<file path="src/logic/gm_align_cfg.svh">
// constants for master selection and timebase alignment
`ifndef GM_ALIGN_CFG_SVH
`define GM_ALIGN_CFG_SVH
`define CLK_HZ 10000000
`define SEC_LAST 24'h98_967f
`define SEC_HALF 24'h4c_4b40
`define PPS_WIN_MS 1200
`define SER_WIN_MS 2500
`define PPS_WIN_CYC (64'd`PPS_WIN_MS * 64'd`CLK_HZ / 64'd1000)
`define SER_WIN_CYC (64'd`SER_WIN_MS * 64'd`CLK_HZ / 64'd1000)
`define DAY_LAST_SEC 17'h1_517f
`define HOLD_MIN_SECS 8'h10
`define CLASS_GM_MAX 8'h7f
`define CLASS_TRACE_DFLT 8'h06
`define CLASS_ARB_DFLT 8'h0d
`define AMT_DEPTH 8
`define CH_DOLLAR 8'h24
`define CH_COMMA 8'h2c
`define CH_STAR 8'h2a
`define CH_LF 8'h0a
`define CH_Z 8'h5a
`define CH_D 8'h44
`define CH_A 8'h41
`define CH_0 8'h30
`define CH_9 8'h39
`endif

</file>
<file path="src/logic/gm_align_pkg.sv">
// types for master selection and timebase alignment
package gm_align_pkg;
	typedef struct packed {
		logic [15:0] id;
		logic [7:0] prio1;
		logic [7:0] clk_class;
		logic [7:0] accuracy;
		logic [15:0] variance;
		logic [7:0] prio2;
	} cand_t;
	typedef struct packed {
		logic traceable;
		logic profile_active;
		logic [7:0] clk_class;
		logic [7:0] accuracy;
		logic [15:0] variance;
		logic [15:0] utc_offset;
		logic [7:0] time_source;
		logic leap61;
		logic leap59;
	} cfg_t;
	typedef struct packed {
		logic ptp_timescale;
		logic time_traceable;
		logic freq_traceable;
		logic leap61;
		logic leap59;
		logic utc_offset_valid;
		logic [15:0] utc_offset;
		logic [7:0] time_source;
		logic [7:0] clk_class;
		logic [7:0] accuracy;
		logic [15:0] variance;
	} ann_t;
	typedef enum logic [3:0] {
		ST_FREE = 4'b0001,
		ST_LOCKING = 4'b0010,
		ST_LOCKED = 4'b0100,
		ST_HOLD = 4'b1000
	} sync_state_t;
endpackage : gm_align_pkg
</file>
<file path="src/bench/time_source.sv">
// far-side time source model: serial time sentences and pulse line
`timescale 1ns/1ps
module time_source (
	input wire logic clk,
	input wire logic [2:0] pps_bit,
	output logic [7:0] ref_in,
	output logic [7:0] ser_byte,
	output logic ser_valid,
	output logic ser_err
);
	initial begin
		ref_in = 8'h00;
		ser_byte = 8'h00;
		ser_valid = 1'b0;
		ser_err = 1'b0;
	end
	// whole sentence delivered before the pulse it names
	task automatic send_line(input string s);
		for (int i = 0; i < s.len(); i++) begin
			@(negedge clk);
			ser_byte = s[i];
			ser_valid = 1'b1;
			@(negedge clk);
			ser_valid = 1'b0;
			// idle line must not keep the last character
			ser_byte = ~ser_byte;
		end
	endtask : send_line
	// rising edge marks top of second
	task automatic pps_rise();
		@(negedge clk);
		ref_in[pps_bit] = 1'b1;
	endtask : pps_rise
	task automatic pps_fall();
		@(negedge clk);
		ref_in[pps_bit] = 1'b0;
	endtask : pps_fall
	// framing error arrives with its strobe
	task automatic line_fault();
		@(negedge clk);
		ser_err = 1'b1;
		ser_valid = 1'b1;
		@(negedge clk);
		ser_err = 1'b0;
		ser_valid = 1'b0;
	endtask : line_fault
endmodule : time_source

</file>
<file path="src/logic/gm_align.sv">
// master selection, time message intake and pulse-steered timebase
`timescale 1ns/1ps
`include "gm_align_cfg.svh"
module gm_align #(
	parameter logic [31:0] PPS_WIN = 32'(`PPS_WIN_CYC),
	parameter logic [31:0] SER_WIN = 32'(`SER_WIN_CYC)
) (
	input wire logic clk,
	input wire logic srst,
	input wire logic gm_mode,
	input wire logic [2:0] ref_sel,
	input wire logic [7:0] reference_clock_input,
	input wire logic [7:0] ser_byte,
	input wire logic ser_valid,
	input wire logic ser_err,
	input wire gm_align_pkg::cfg_t cfg,
	input wire gm_align_pkg::cand_t cand,
	input wire logic cand_valid,
	input wire logic cand_clear,
	input wire logic amt_en,
	input wire logic amt_wr,
	input wire logic [2:0] amt_idx,
	input wire logic [15:0] amt_id,
	input wire logic [7:0] amt_prio,
	input wire logic amt_entry_valid,
	output gm_align_pkg::cand_t best_r,
	output logic best_valid_r,
	output logic best_gm_capable_r,
	output logic cand_reject_r,
	output gm_align_pkg::ann_t ann_r,
	output logic [23:0] sub_r,
	output logic [16:0] sec_r,
	output logic [7:0] day_r,
	output logic top_sec_r,
	output gm_align_pkg::sync_state_t state_r,
	output logic pps_lost_r,
	output logic ser_fail_r
);
	// allowed_master_list storage
	logic [15:0] amt_id_r [`AMT_DEPTH];
	logic [7:0] amt_prio_r [`AMT_DEPTH];
	logic [`AMT_DEPTH-1:0] amt_v_r;
	logic [`AMT_DEPTH-1:0] hit;
	logic [7:0] hit_prio [`AMT_DEPTH];
	logic amt_hit;
	logic [7:0] eff_p1;
	logic cand_ok;
	gm_align_pkg::cand_t eff;
	logic pps_d_r;
	logic pps_now;
	logic pps_edge;
	logic [31:0] pps_cnt_r;
	logic [31:0] ser_cnt_r;
	logic [7:0] lock_secs_r;
	logic [7:0] idx_r;
	logic [3:0] fld_r;
	logic [3:0] pos_r;
	logic zda_r;
	logic [7:0] hh_r;
	logic [7:0] mm_r;
	logic [7:0] ss_r;
	logic [7:0] dd_r;
	logic pend_v_r;
	logic [16:0] pend_sec_r;
	logic [7:0] pend_day_r;
	logic is_dig;
	logic [7:0] dig;
	logic msg_end;
	logic msg_good;

	always_ff @(posedge clk) begin
		if (srst) begin
			amt_v_r <= '0;
		end else if (amt_wr) begin
			amt_v_r[amt_idx] <= amt_entry_valid;
			amt_id_r[amt_idx] <= amt_id;
			amt_prio_r[amt_idx] <= amt_prio;
		end
	end

	// per-entry match; ids are assumed unique so priorities can be or-ed
	for (genvar i = 0; i < `AMT_DEPTH; i++) begin : g_amt
		assign hit[i] = amt_v_r[i] && (amt_id_r[i] == cand.id);
		assign hit_prio[i] = hit[i] ? amt_prio_r[i] : 8'h00;
	end

	always_comb begin
		eff_p1 = 8'h00;
		for (int i = 0; i < `AMT_DEPTH; i++) begin
			eff_p1 = eff_p1 | hit_prio[i];
		end
	end

	assign amt_hit = |hit;
	always_comb begin
		eff = cand;
		if (amt_en && amt_hit) begin
			eff.prio1 = eff_p1;
		end
	end

	// unlisted candidates refused while list enabled
	assign cand_ok = !amt_en || amt_hit;

	// rank key, lower is better: p1, gm flag, class, accuracy, variance, p2, id
	function automatic logic [64:0] rank(input gm_align_pkg::cand_t c);
		rank = {c.prio1, c.clk_class > `CLASS_GM_MAX, c.clk_class, c.accuracy,
			c.variance, c.prio2, c.id};
	endfunction : rank

	always_ff @(posedge clk) begin
		if (srst || cand_clear) begin
			best_valid_r <= 1'b0;
			best_r <= '0;
			best_gm_capable_r <= 1'b0;
		end else if (cand_valid && cand_ok &&
				(!best_valid_r || rank(eff) < rank(best_r))) begin
			best_valid_r <= 1'b1;
			best_r <= eff;
			// class above limit flagged not grandmaster
			best_gm_capable_r <= eff.clk_class <= `CLASS_GM_MAX;
		end
	end

	always_ff @(posedge clk) begin
		if (srst) begin
			cand_reject_r <= 1'b0;
		end else begin
			cand_reject_r <= cand_valid && !cand_ok;
		end
	end

	// pulse comes only from host-selected input
	assign pps_now = gm_mode && reference_clock_input[ref_sel];
	assign pps_edge = pps_now && !pps_d_r;

	// activity window restarted by each edge
	always_ff @(posedge clk) begin
		if (srst) begin
			pps_d_r <= 1'b0;
			pps_cnt_r <= 32'h0000_0000;
			pps_lost_r <= 1'b1;
		end else begin
			pps_d_r <= pps_now;
			if (pps_edge) begin
				pps_cnt_r <= 32'h0000_0000;
				pps_lost_r <= 1'b0;
			end else if (pps_cnt_r >= PPS_WIN - 32'h0000_0001) begin
				pps_lost_r <= 1'b1;
			end else begin
				pps_cnt_r <= pps_cnt_r + 32'h0000_0001;
			end
		end
	end

	// holdover only after long enough lock
	always_ff @(posedge clk) begin
		if (srst) begin
			state_r <= gm_align_pkg::ST_FREE;
			lock_secs_r <= 8'h00;
		end else begin
			case (state_r)
				gm_align_pkg::ST_FREE, gm_align_pkg::ST_HOLD: begin
					lock_secs_r <= 8'h00;
					if (pps_edge) begin
						state_r <= gm_align_pkg::ST_LOCKING;
					end
				end
				gm_align_pkg::ST_LOCKING: begin
					if (pps_lost_r) begin
						state_r <= gm_align_pkg::ST_FREE;
					end else if (lock_secs_r >= `HOLD_MIN_SECS) begin
						state_r <= gm_align_pkg::ST_LOCKED;
					end else if (pps_edge) begin
						lock_secs_r <= lock_secs_r + 8'h01;
					end
				end
				gm_align_pkg::ST_LOCKED: begin
					if (pps_lost_r) begin
						state_r <= gm_align_pkg::ST_HOLD;
					end
				end
				default: begin
					state_r <= gm_align_pkg::ST_FREE;
				end
			endcase
		end
	end

	// sentence parser; digits accumulate into two-digit fields
	assign is_dig = ser_byte >= `CH_0 && ser_byte <= `CH_9;
	assign dig = ser_byte - `CH_0;
	assign msg_end = ser_valid && (ser_byte == `CH_STAR || ser_byte == `CH_LF);
	// only time sentences with both fields count
	assign msg_good = msg_end && zda_r && fld_r >= 4'h2;

	always_ff @(posedge clk) begin
		if (srst) begin
			idx_r <= 8'hff;
			fld_r <= 4'h0;
			pos_r <= 4'h0;
			zda_r <= 1'b0;
			hh_r <= 8'h00;
			mm_r <= 8'h00;
			ss_r <= 8'h00;
			dd_r <= 8'h00;
		end else if (ser_valid) begin
			if (ser_byte == `CH_DOLLAR) begin
				idx_r <= 8'h00;
				fld_r <= 4'h0;
				pos_r <= 4'h0;
				zda_r <= 1'b1;
			end else if (msg_end) begin
				zda_r <= 1'b0;
			end else if (idx_r != 8'hff) begin
				idx_r <= idx_r + 8'h01;
				// talker is two letters, type three letters at 2..4
				if ((idx_r == 8'h02 && ser_byte != `CH_Z) ||
						(idx_r == 8'h03 && ser_byte != `CH_D) ||
						(idx_r == 8'h04 && ser_byte != `CH_A)) begin
					zda_r <= 1'b0;
				end
				if (ser_byte == `CH_COMMA) begin
					fld_r <= fld_r + 4'h1;
					pos_r <= 4'h0;
				end else if (is_dig) begin
					pos_r <= pos_r + 4'h1;
					if (fld_r == 4'h1 && pos_r < 4'h2) begin
						hh_r <= 8'(hh_r * 8'd10 + dig);
					end else if (fld_r == 4'h1 && pos_r < 4'h4) begin
						mm_r <= 8'(mm_r * 8'd10 + dig);
					end else if (fld_r == 4'h1 && pos_r < 4'h6) begin
						ss_r <= 8'(ss_r * 8'd10 + dig);
					end else if (fld_r == 4'h2 && pos_r < 4'h2) begin
						dd_r <= 8'(dd_r * 8'd10 + dig);
					end
				end
			end
			if (ser_byte == `CH_DOLLAR) begin
				hh_r <= 8'h00;
				mm_r <= 8'h00;
				ss_r <= 8'h00;
				dd_r <= 8'h00;
			end
		end
	end

	// silence or framing error marks serial input failed
	always_ff @(posedge clk) begin
		if (srst) begin
			ser_fail_r <= 1'b1;
			ser_cnt_r <= 32'h0000_0000;
		end else if (ser_valid && ser_err) begin
			ser_fail_r <= 1'b1;
		end else if (msg_good) begin
			ser_fail_r <= 1'b0;
			ser_cnt_r <= 32'h0000_0000;
		end else if (ser_cnt_r >= SER_WIN - 32'h0000_0001) begin
			ser_fail_r <= 1'b1;
		end else begin
			ser_cnt_r <= ser_cnt_r + 32'h0000_0001;
		end
	end

	// message names the second beginning at the next edge
	// message relies on arriving ahead of its pulse
	always_ff @(posedge clk) begin
		if (srst) begin
			pend_v_r <= 1'b0;
			pend_sec_r <= 17'h0_0000;
			pend_day_r <= 8'h00;
		end else if (msg_good && !ser_fail_r) begin
			pend_v_r <= 1'b1;
			pend_sec_r <= 17'(hh_r * 17'd3600 + mm_r * 17'd60 + ss_r);
			pend_day_r <= dd_r;
		end else if (pps_edge || ser_fail_r) begin
			pend_v_r <= 1'b0;
		end
	end

	// pulse edge forces the seconds rollover onto itself
	// second count follows the source epoch
	always_ff @(posedge clk) begin
		if (srst) begin
			sub_r <= 24'h00_0000;
			sec_r <= 17'h0_0000;
			day_r <= 8'h00;
			top_sec_r <= 1'b0;
		end else begin
			top_sec_r <= 1'b0;
			if (pps_edge) begin
				sub_r <= 24'h00_0000;
				top_sec_r <= 1'b1;
				if (pend_v_r) begin
					sec_r <= pend_sec_r;
					day_r <= pend_day_r;
				end else if (sub_r >= `SEC_HALF) begin
					sec_r <= (sec_r >= `DAY_LAST_SEC) ? 17'h0_0000 : sec_r + 17'h0_0001;
				end
			end else if (sub_r >= `SEC_LAST) begin
				// free-running or holdover rollover
				sub_r <= 24'h00_0000;
				top_sec_r <= 1'b1;
				sec_r <= (sec_r >= `DAY_LAST_SEC) ? 17'h0_0000 : sec_r + 17'h0_0001;
				if (sec_r >= `DAY_LAST_SEC) begin
					day_r <= day_r + 8'h01;
				end
			end else begin
				sub_r <= sub_r + 24'h00_0001;
			end
		end
	end

	// quality taken only from host settings
	always_ff @(posedge clk) begin
		if (srst) begin
			ann_r <= '0;
		end else begin
			ann_r.ptp_timescale <= cfg.traceable;
			ann_r.time_traceable <= cfg.traceable;
			ann_r.freq_traceable <= 1'b1;
			ann_r.leap61 <= cfg.traceable && cfg.leap61;
			ann_r.leap59 <= cfg.traceable && cfg.leap59;
			ann_r.utc_offset_valid <= cfg.traceable;
			ann_r.utc_offset <= cfg.utc_offset;
			ann_r.time_source <= cfg.time_source;
			ann_r.accuracy <= cfg.accuracy;
			ann_r.variance <= cfg.variance;
			if (cfg.profile_active) begin
				ann_r.clk_class <= cfg.clk_class;
			end else begin
				ann_r.clk_class <= cfg.traceable ? `CLASS_TRACE_DFLT : `CLASS_ARB_DFLT;
			end
		end
	end
endmodule : gm_align

</file>
<file path="config.mk">
export PLATFORM = sky130hd
export DESIGN_NAME = gm_align
export DESIGN_NICKNAME = d
export VERILOG_FILES = /design/src/logic/gm_align_pkg.sv /design/src/bench/time_source.sv /design/src/logic/gm_align.sv
export VERILOG_INCLUDE_DIRS = /design/src /design/src/logic
export SDC_FILE = /design/constraint.sdc
export NUM_CORES = 1
export LEC_CHECK = 0
export BUFFER_PORTS_ARGS = -buffer_cell sky130_fd_sc_hd__buf_2
export CELL_PAD_IN_SITES_DETAIL_PLACEMENT = 1
export CELL_PAD_IN_SITES_GLOBAL_PLACEMENT = 2
export CORE_MARGIN = 2
export CORE_UTILIZATION = 40
export DETAILED_ROUTE_END_ITERATION = 7
export PLACE_DENSITY_LB_ADDON = 0.2
export SKIP_CTS_REPAIR_TIMING = 1
export SLEW_MARGIN = 20
export SYNTH_ARGS = -nofsm -noshare
export SYNTH_HDL_FRONTEND = slang
export SYNTH_HIERARCHICAL = 1
export SYNTH_SLANG_ARGS = --single-unit
</file>
<file path="constraint.sdc">
create_clock -name clk -period 8.5 [get_ports clk]
set_input_delay 1.275 -clock clk [delete_from_list [all_inputs] [get_ports clk]]
set_output_delay 1.275 -clock clk [all_outputs]
set_load 0.02 [all_outputs]
</file>
-- Word-level counts from Yosys, hierarchy flattened
Memories as Yosys holds them, arrays and structs flattened.
Index checks and enable logic that the tools add are counted.
- $add $sub $neg: 16
- $mul: 6
- $lt $le $gt $ge: 19
- eq/ne operators: 39
- muxes and demuxes: 94
- bitwise operators: 8
- reductions and logical operators: 76
- operators with widths (operator ; number):
    two-way mux 8 bit ; 50
    == test 16 bit ; 8
    two-way mux 17 bit ; 5
    < comparator 65 bit ; 1
    adder 32 x 1 -> 32 bit (second input constant) ; 2
    two-way mux 32 bit ; 2
    two-way mux 60 bit ; 1
    two-way mux 4 bit ; 14
    bitwise OR 8 bit ; 7
    adder 8 bit ; 4
    greater-or-equal comparator 32 x 24 -> 1 bit (second input constant) ; 1
    greater-or-equal comparator 32 x 25 -> 1 bit (second input constant) ; 1
    multiplier 8 x 3 -> 7 bit (second input constant) ; 4
    logical AND 1 bit ; 30
    nonzero test 2 bit ; 13
    adder 24 x 1 -> 24 bit (second input constant) ; 1
    adder 8 x 1 -> 8 bit (second input constant) ; 3
    == test 8 x 6 -> 1 bit (second input constant) ; 3
    greater-or-equal comparator 24 x 23 -> 1 bit (second input constant) ; 1
    greater-or-equal comparator 24 bit (second input constant) ; 1
    inequality test 8 x 7 -> 1 bit (second input constant) ; 3
    inequality test 2 bit (second input constant) ; 10
    adder 17 x 1 -> 17 bit (second input constant) ; 1
    adder 17 x 14 -> 17 bit ; 1
    47 further kinds ; 91
- flip-flop bits (word level): 339
- memory bits (writable): 192
- output and inout bits: 185
- word-level logic and storage cells: 301
- memories: 2
- memory list (name ; words ; bits a word ; read ports ; clocked after memory_dff ; write ports ; RTL line ; RTL):
    amt_id_r ; 8 ; 16 ; 8 ; 0 ; 1 ; gm_align.sv:40 ; logic [15:0] amt_id_r [`AMT_DEPTH];
    amt_prio_r ; 8 ; 8 ; 8 ; 0 ; 1 ; gm_align.sv:41 ; logic [7:0] amt_prio_r [`AMT_DEPTH];

-- Longest topological paths before layout
Gate-level depths: netlist (run 1).
An unclocked memory read counts as a cell.
- depth in word-level cells: 15
- mapped depth: 22

-- Worst setup path before layout (run 1)
Ideal clock, no wire load.
- kind: input-to-reg
- from: input port cand[55] in the netlist's numbering
- to: register best_r[10] in the netlist's numbering
- library setup time: 130 ps
- data arrival time: 5407 ps
- setup slack: 2963 ps
- cell stages on the path: 20
- cells stage by stage: buf_2 -> xor2_1 -> nor4_1 -> nand4_1 -> nor4_4 -> nor4_2 -> a21boi_0 -> clkbuf_1 -> mux2i_1 -> inv_1 -> ha_1 -> nand4_1 -> nor4_1 -> nand3_1 -> or2_2 -> o221a_2 -> clkbuf_1 -> clkbuf_1 -> nand4_1 -> o31ai_1
- RTL lines (what ; RTL line ; RTL):
    from (decl) ; gm_align.sv:17 ; input wire gm_align_pkg::cand_t cand,
    to (signal assigned) ; gm_align.sv:114 ; best_r <= '0;
    to (signal assigned) ; gm_align.sv:119 ; best_r <= eff;
    to (decl) ; gm_align.sv:26 ; output gm_align_pkg::cand_t best_r,

==> flow_summary.toml, run 1 <==
[run_status]
status = "complete, no violations"

[clock_tree]
cts_tree = "done"
clk_pin_slew_ps = 60
cts_sinks = 531
cts_root_buffer = "clkbuf_16"
worstSkewPairLatency_ps = 630
htree_num_levels = 2
cts_inserted_buffers = 59
cts.path.max_buffers = 3

[timing]
rsz0062_at_grt = "no"
setup_violations = 0
finalClockSkew_ps = 22.5
fmax_mhz = 159
fin_crit_sh_pct = 74.2
final.setup.tns_ps = 0
slew_viol_final = 0
finalWorstSetupSlack_ps = 2190
relSlewSlack_pct = 34.2
tightest_slew_ps = 980
min_period_ps = 6310
hold_viol = 0
whs_ps = 459

[cells_and_area]
drive_gt1_share_pct = 17.5
areaGrowthSynthToFinish_pct = 17.7
nNetsFinal = 3340
fin_util_pct = 47.6

[worst_hold_path]
hold_path.class = "reg2reg"

[place]
pre_cts_slack_ps = 1680
gp_congestion = 0.869
dp_hpwl_um = 61000
io_buffers = 364

[yosys]
synth.distinct_cells = 73
synth_flop_cell = "dfxtp_1"
synth_top_area_share_pct = 25.5
synth_area_leaders = "dfxtp_1, edfxtp_1, ha_1"
synth_cells = 2606
synth.net_count = 3012
ys_warn_count = 6
ys_ff_latch = 531
yosysTopAreaCell = "dfxtp_1"
synth_seq_area_share_pct = 47.2
synth_edf_count = 192
ys_async_sr_fraction_pct = 0
syn_area_sq_um = 26600
syn_area_per_cell_sq_um = 10.2

[setup_path]
worstPathRequired_ps = 9010
cp.arrival_ps = 6820
crit_fanout = 47
setup.worst_path.class = "in2reg"
startpoint_type = "input port"
end_kind = "flop"

[global_routing]
antenna_found_initial = 7
grt_max_degree = 72
track_usage_pct = 24.0
grt_pass1_vias = 22200
grt_overflow = 0
grt_pass1_wl_um = 129000

[power_and_ir_drop]
leakagePower_nw = 12.6
peakVddDrop_v = 0.000174
powerDensity_nw_per_um2 = 192

[floorplanning]
die_w_um = 262
ios = 365
die_area_sq_um = 68600
core_sq_um = 65700
die_h_um = 262
start_util_pct = 40.4
fp-row-count = 94

[route]
drt-total-wl_um = 83200
first_iter_violations = 1023
firstDrtPassIters = 7
wl_per_cell_um = 21.6
drcViolationCount = 0
vias = 21000
viasPerCell = 5.44
antenna_left = 0

[run]
drv_cap = 0
## final cells by class
type | instances | area, sq um
clock inverter | 47 | 541
antenna | 5 | 12.5
timing repair buffer | 386 | 1990
clock buffer | 64 | 1500
inverter | 152 | 571
fill | 7320 | 34500
tap | 864 | 1080
sequential | 531 | 12600
multi-input combinational | 1804 | 13000
## cell usage after synthesis, types with 7 or more instances
cell type	n
inv_1	152
a22o_1	15
ha_1	194
o311ai_0	10
o21a_1	9
a21o_1	35
a221oi_1	19
fa_1	32
buf_1	8
xor2_1	56
xnor2_1	201
mux2i_1	15
nand2_1	140
or2_2	10
or4_1	7
nor3_1	47
o21ai_0	76
a31oi_1	16
a211oi_1	23
edfxtp_1	192
buf_2	22
nand4_1	105
clkbuf_1	80
nor4_1	25
nand2b_1	8
a22oi_1	21
nand3_1	70
or3_1	27
nor2b_1	63
and2_1	24
nor2_1	217
dfxtp_1	339
a21oi_1	143
o31ai_1	69
o211ai_1	9
and3_1	37
## final timing paths
check / startpoint / end / slack [ps] / cells past startpoint
setup / recovery: cand[51] / best_r[10] / 2190 / 19
hold / removal: pend_sec_r[10] / pend_sec_r[10] / 460 / 2
setup reg to reg: amt_id_r[1][3] / best_r[10] / 2780 / 18
hold reg to reg: pend_sec_r[10] / pend_sec_r[10] / 460 / 2
## registers in the layout, indices dropped and copies added (netlist names), 4 cells and up
name / count
pend_sec_r: 17
day_r: 8
pos_r: 4
dd_r: 8
mm_r: 8
idx_r: 8
amt_prio_r: 64
fld_r: 4
ss_r: 8
best_r: 64
amt_v_r: 8
ann_r: 60
pend_day_r: 8
state_r: 4
pps_cnt_r: 32
sub_r: 24
amt_id_r: 128
lock_secs_r: 8
hh_r: 8
ser_cnt_r: 32
sec_r: 17
## stage by stage
stage          cells  power [W]  instance area [sq um]
4_1_cts         3847    0.00607                  31300
3_3_place_gp    3736    0.00333                  29200
3_5_place_dp    3736    0.00335                  29200
6_report        3853    0.00601                  31300
2_1_floorplan   2606    0.00313                  26600
5_1_grt         3852    0.00622                  31300
## worst max-delay path: stages
cell,delay [ps]
buf_2,360
xor2_1,150
nor4_1,430
nand4_1,220
nor4_4,680
nor4_2,160
a21boi_0,250
buf_4,240
and3_1,220
nor2_1,60
ha_1,280
nand4_1,200
nor4_1,560
nand3_1,160
or2_2,360
o221ai_1,380
nor2_4,130
buf_4,320
o31ai_1,310
## report_power, final
group / switching (W) / internal [W]
Clock: 0.00110 / 0.00161
Combinational: 0.000352 / 0.000196
Sequential: 0.0000471 / 0.00270
Total: 0.00150 / 0.00450
## layer usage
layer / GRT usage, % / vias to the layer above / routed length [um]
met5: 0 / - / 12
met4: 6.61 / 2 / 1990
met3: 4.36 / 105 / 4540
met2: 41.0 / 487 / 39700
met1: 31.1 / 10400 / 37000
li1: - / 10000 / -
## cell usage in the layout, fill, tap and decap left out, types with 25 or more instances in the layout
| master | netlist | final |
|---|---|---|
| fa_1 | 32 | 32 |
| nor4_1 | 25 | 25 |
| nor2_1 | 217 | 211 |
| inv_1 | 152 | 152 |
| and3_1 | 37 | 37 |
| xor2_1 | 56 | 56 |
| ha_1 | 194 | 194 |
| o21ai_0 | 76 | 76 |
| xnor2_1 | 201 | 201 |
| clkbuf_16 | 0 | 59 |
| dfxtp_1 | 339 | 339 |
| or3_1 | 27 | 27 |
| edfxtp_1 | 192 | 192 |
| o31ai_1 | 69 | 69 |
| nand4_1 | 105 | 105 |
| nor2b_1 | 63 | 63 |
| buf_2 | 22 | 363 |
| nand2_1 | 140 | 140 |
| a21oi_1 | 143 | 143 |
| nand3_1 | 70 | 70 |
| nor3_1 | 47 | 42 |
| a21o_1 | 35 | 35 |
## cells by family after synthesis
group / after synthesis / share of synthesized area (%)
simple gates: 813 / 15.7
flops: 531 / 47.2
compound gates: 491 / 12.2
buf+inv: 271 / 4.11
xor+xnor: 257 / 8.47
fa+ha+maj: 226 / 11.5
mux: 17 / 0.734
Note: power is estimated with default switching activity, not from simulation.
==> run 2, diff against run 1 <==
--- a/config.mk
+++ b/config.mk
@@ -10,7 +10,7 @@
 export CELL_PAD_IN_SITES_DETAIL_PLACEMENT = 1
 export CELL_PAD_IN_SITES_GLOBAL_PLACEMENT = 2
 export CORE_MARGIN = 2
-export CORE_UTILIZATION = 40
+export CORE_UTILIZATION = 34
 export DETAILED_ROUTE_END_ITERATION = 7
 export PLACE_DENSITY_LB_ADDON = 0.2
 export SKIP_CTS_REPAIR_TIMING = 1
==> constraint.sdc (replaced) <==
create_clock -name clk -period 5.4 [get_ports clk]
set_input_delay 0.81 -clock clk [delete_from_list [all_inputs] [get_ports clk]]
set_output_delay 0.81 -clock clk [all_outputs]
set_load 0.02 [all_outputs]
==> flow_summary.toml, run 2 (synthesis gave the netlist of run 1 again) <==
[run_status]
status = "complete, no violations"

[run]
drv_cap = 0

[route]
viasPerCell = 5.18
firstDrtPassIters = 5
drcViolationCount = 0
first_iter_violations = 1067
vias = 21200
wl_per_cell_um = 20.6
drt-total-wl_um = 84500
antenna_left = 0

[timing]
setup_violations = 0
slew_viol_final = 0
finalClockSkew_ps = 38.1
fmax_mhz = 197
relSlewSlack_pct = 33.7
min_period_ps = 5080
finalWorstSetupSlack_ps = 320
rsz0062_at_grt = "no"
fin_crit_sh_pct = 94.1
tightest_slew_ps = 987
hold_viol = 0

[cells_and_area]
largest-register = "amt_id_r"
final-seq-area_sq_um = 12600
fillCellCount = 8718
largest_registers = "amt_id_r x128, amt_prio_r x64, best_r x64"
layout_common_cells = "buf_2, dfxtp_1, nor2_1"
drive_gt1_share_pct = 19.6
final_cells = 4100
areaGrowthSynthToFinish_pct = 21.1
nNetsFinal = 3413
finalInstanceArea_sq_um = 32200
multi_input_area_sq_um = 13000
largest_register_ff_count = 128
layout_commonest_cell = "buf_2"

[clock_tree]
cts_tree = "done"
cts_root_buffer = "clkbuf_16"
cts_sinks = 531
htree_num_levels = 2
clk_pin_slew_ps = 60
cts_inserted_buffers = 60
worstSkewPairLatency_ps = 640
cts.path.max_buffers = 3

[global_routing]
antenna_found_initial = 5
grt_pass1_wl_um = 133000
grt_pass1_vias = 22500
grt_max_degree = 62
track_usage_pct = 20.8
grt_overflow = 0

[place]
dp_hpwl_um = 63300
gp_congestion = 0.898
place_area_sq_um = 30100
io_buffers = 364
pre_cts_slack_ps = -320
place_inst = 3985

[floorplanning]
die_area_sq_um = 80500
core_sq_um = 77500
die_h_um = 284
die_w_um = 284
fp-row-count = 102
ios = 365
start_util_pct = 34.3

[setup_path]
crit_fanout = 9
setup.worst_path.class = "in2reg"
end_kind = "flop"
worstPathRequired_ps = 5940
cp.arrival_ps = 5620
startpoint_type = "input port"

[power_and_ir_drop]
power_w = 0.00962
powerDensity_nw_per_um2 = 299
peakVddDrop_v = 0.000212
leakagePower_nw = 13.1

[worst_hold_path]
hold_path.class = "in2reg"
-- run 2: cell types whose count changed in the layout (fill, tap and decap cells not counted), moves of 5 or more --
| cell | before | now |
|---|---|---|
| buf_4 | 21 | 87 |
| buf_12 | 0 | 7 |
| clkinvlp_2 | 6 | 0 |
| clkinv_2 | 11 | 16 |
| nor2_2 | 0 | 5 |
-- run 2: final cells by class --
cell class | count | area share [%]
repair buffers | 458 | 8.14
well taps | 1040 | 4.04
flip-flops and latches | 531 | 39.0
diodes | 1 | 0.00777
clock inverters | 44 | 1.64
clock buffers | 70 | 4.94
inverters | 152 | 1.77
multi-input cells | 1804 | 40.5
-- run 2: worst max-delay path: stages --
cell      delay [ps]
buf_2            140
buf_12           150
xor2_1           150
nor4_1           420
nand4_1          270
nor4_4           260
nor4_2           100
a21boi_0         160
buf_4            190
buf_4            160
nor2_1            60
nor2_1           150
ha_1             260
nand4_1          180
nor4_1            90
buf_4            150
o211ai_1          80
a21oi_1           60
buf_4            150
a211oi_1         400
nor2_1           130
or4_1            720
o31ai_1          330
-- run 2: final timing paths --
check	from	to	slack, ps	depth (start not counted)
max	cand[57]	best_r[46]	320	23
min	cfg[55]	ann_r[29]	380	2
max reg2reg	mm_r[1]	pend_sec_r[14]	330	20
min reg2reg	pend_sec_r[13]	pend_sec_r[13]	450	2
-- run 2: report_power, final --
group	leakage [nW]	switching (W)	internal (W)
clock	1.04	0.00180	0.00259
sequential	4.49	0.0000750	0.00425
combinational	7.56	0.000564	0.000336
-- run 2: metal layers --
| layer | global-route usage, % | vias to the layer above | routed length (um) |
|---|---|---|---|
| li1 | - | 10200 | - |
| met4 | 5.26 | 6 | 1910 |
| met5 | 0 | - | 35 |
| met3 | 3.94 | 112 | 4620 |
| met1 | 27.3 | 10500 | 37800 |
| met2 | 35.1 | 501 | 40100 |
-- run 2: per-stage QoR --
step	setup TNS [ps]	utilization [%]	hold WS (ps)
final	0	41.6	376
after global routing	0	41.6	352
after CTS	0	41.5	328
after detailed placement	-4590	38.8	448
after global placement	0	38.8	444
after floorplan	0	-	428
==> run 3, diff against run 2 <==
--- a/config.mk
+++ b/config.mk
@@ -9,8 +9,10 @@
 export BUFFER_PORTS_ARGS = -buffer_cell sky130_fd_sc_hd__buf_2
 export CELL_PAD_IN_SITES_DETAIL_PLACEMENT = 1
 export CELL_PAD_IN_SITES_GLOBAL_PLACEMENT = 2
+export CORE_ASPECT_RATIO = 1.1
 export CORE_MARGIN = 2
 export CORE_UTILIZATION = 34
+export CTS_CLUSTER_SIZE = 24
 export DETAILED_ROUTE_END_ITERATION = 7
 export PLACE_DENSITY_LB_ADDON = 0.2
 export SKIP_CTS_REPAIR_TIMING = 1
==> flow_summary.toml, run 3 (synthesis gave the netlist of run 1 again) <==
[route]
drcViolationCount = 0
viasPerCell = 5.19
antenna_left = 0
firstDrtPassIters = 5
first_iter_violations = 957
drt-total-wl_um = 83100
vias = 21100
wl_per_cell_um = 20.4

[timing]
min_period_ps = 5080
rsz0062_at_grt = "no"
fmax_mhz = 197
finalClockSkew_ps = 56.7
slew_viol_final = 0
fin_crit_sh_pct = 94.2
hold_viol = 0
tightest_slew_ps = 935
relSlewSlack_pct = 37.5
setup_violations = 0

[place]
dp_hpwl_um = 61900
place_inst = 3963
gp_congestion = 0.888
io_buffers = 364

[cells_and_area]
drive_gt1_share_pct = 18.9
areaGrowthSynthToFinish_pct = 20.2
final_cells = 4077
nNetsFinal = 3396
largest_registers = "amt_id_r x128, amt_prio_r x64, best_r x64"
largest_register_ff_count = 128
fin_util_pct = 41.2
layout_commonest_cell = "buf_2"
largest-register = "amt_id_r"
layout_common_cells = "buf_2, dfxtp_1, nor2_1"

[worst_hold_path]
hold_path.class = "in2reg"

[clock_tree]
clk_pin_slew_ps = 60
cts_inserted_buffers = 60
cts.path.max_buffers = 3
cts_sinks = 531
cts_tree = "done"
worstSkewPairLatency_ps = 650
htree_num_levels = 2
cts_root_buffer = "clkbuf_16"

[run_status]
status = "complete, no violations"

[setup_path]
reg2reg_slack_ps = 320
startpoint_type = "flop"
setup.worst_path.class = "reg2reg"
end_kind = "flop"
cp.arrival_ps = 5570
crit_fanout = 4
worstPathRequired_ps = 5880

[global_routing]
track_usage_pct = 20.5
grt_max_degree = 65
grt_pass1_vias = 22600
grt_overflow = 0
grt_pass1_wl_um = 132000
antenna_found_initial = 5

[run]
drv_cap = 0

[floorplanning]
start_util_pct = 34.3
die_area_sq_um = 80500
die_h_um = 297
fp-row-count = 107
core_sq_um = 77500
die_w_um = 271
ios = 365

[power_and_ir_drop]
peakVddDrop_v = 0.000300
powerDensity_nw_per_um2 = 295
leakagePower_nw = 13.0
run 3: changes by cell type in the layout (fill, tap and decap cells not counted), sizes merged:
cell,change
buf,-17
clkbuf,+17
clkinv,-17
bufinv,-5
inv,+4
clkinvlp,-1
diode,+1
run 3: final timing paths:
check               start        endpoint  depth (start not counted)
setup reg to reg  mm_r[2]  pend_sec_r[14]                         19
hold reg to reg   dd_r[7]   pend_day_r[7]                          2
hold / removal    cfg[25]       ann_r[55]                          2
setup / recovery  mm_r[2]  pend_sec_r[14]                         19
run 3: area by class of cell:
type	count	area (sq um)
Fill cell	8743	45600
Multi-Input combinational cell	1804	13000
Sequential cell	531	12600
Timing Repair Buffer	441	2460
Clock buffer	87	1730
Tap cell	1035	1290
Inverter	152	571
Clock inverter	25	304
Antenna cell	2	5.00
run 3: power by group:
part           internal [W]  leakage (nW)  switching, W
clock               0.00247         0.996       0.00174
sequential          0.00425          4.49     0.0000740
combinational      0.000326          7.47      0.000560
total               0.00705          13.0       0.00237
run 3: metrics by stage:
stage	power [W]	TNS, ps	setup slack, ps	hold WS, ps	cell area (sq um)
finish	0.00942	0	315	378	32000
global route	0.00980	0	2.47	355	32000
CTS	0.00955	0	111	328	31900
detailed placement	0.00530	-5540	-207	457	29900
global placement	0.00527	-681	-100	444	29900
floorplan	0.00493	0	328	428	26600
run 3: worst max-delay path: stages (launching register included):
cell and delay (ps):
dfxtp_1 410, fa_1 470, fa_1 480, ha_1 340, nor2b_1 140, o21ai_1 150, a21boi_0 140, o21ai_0 170
nand2b_1 110, a21o_1 180, a21oi_1 220, xnor2_2 160, ha_1 260, ha_1 340, and3_1 210, nor3b_1 150
or3_1 340, a21oi_1 250, nor4_1 80, a311o_1 340
run 3: per-layer routing:
| layer | vias to the layer above | GRT usage [%] | wire, um |
|---|---|---|---|
| met5 | - | 0 | 0 |
| met4 | 0 | 5.26 | 1980 |
| met3 | 106 | 3.46 | 3590 |
| met2 | 412 | 37.2 | 42400 |
| met1 | 10500 | 25.0 | 35100 |
| li1 | 10100 | - | - |
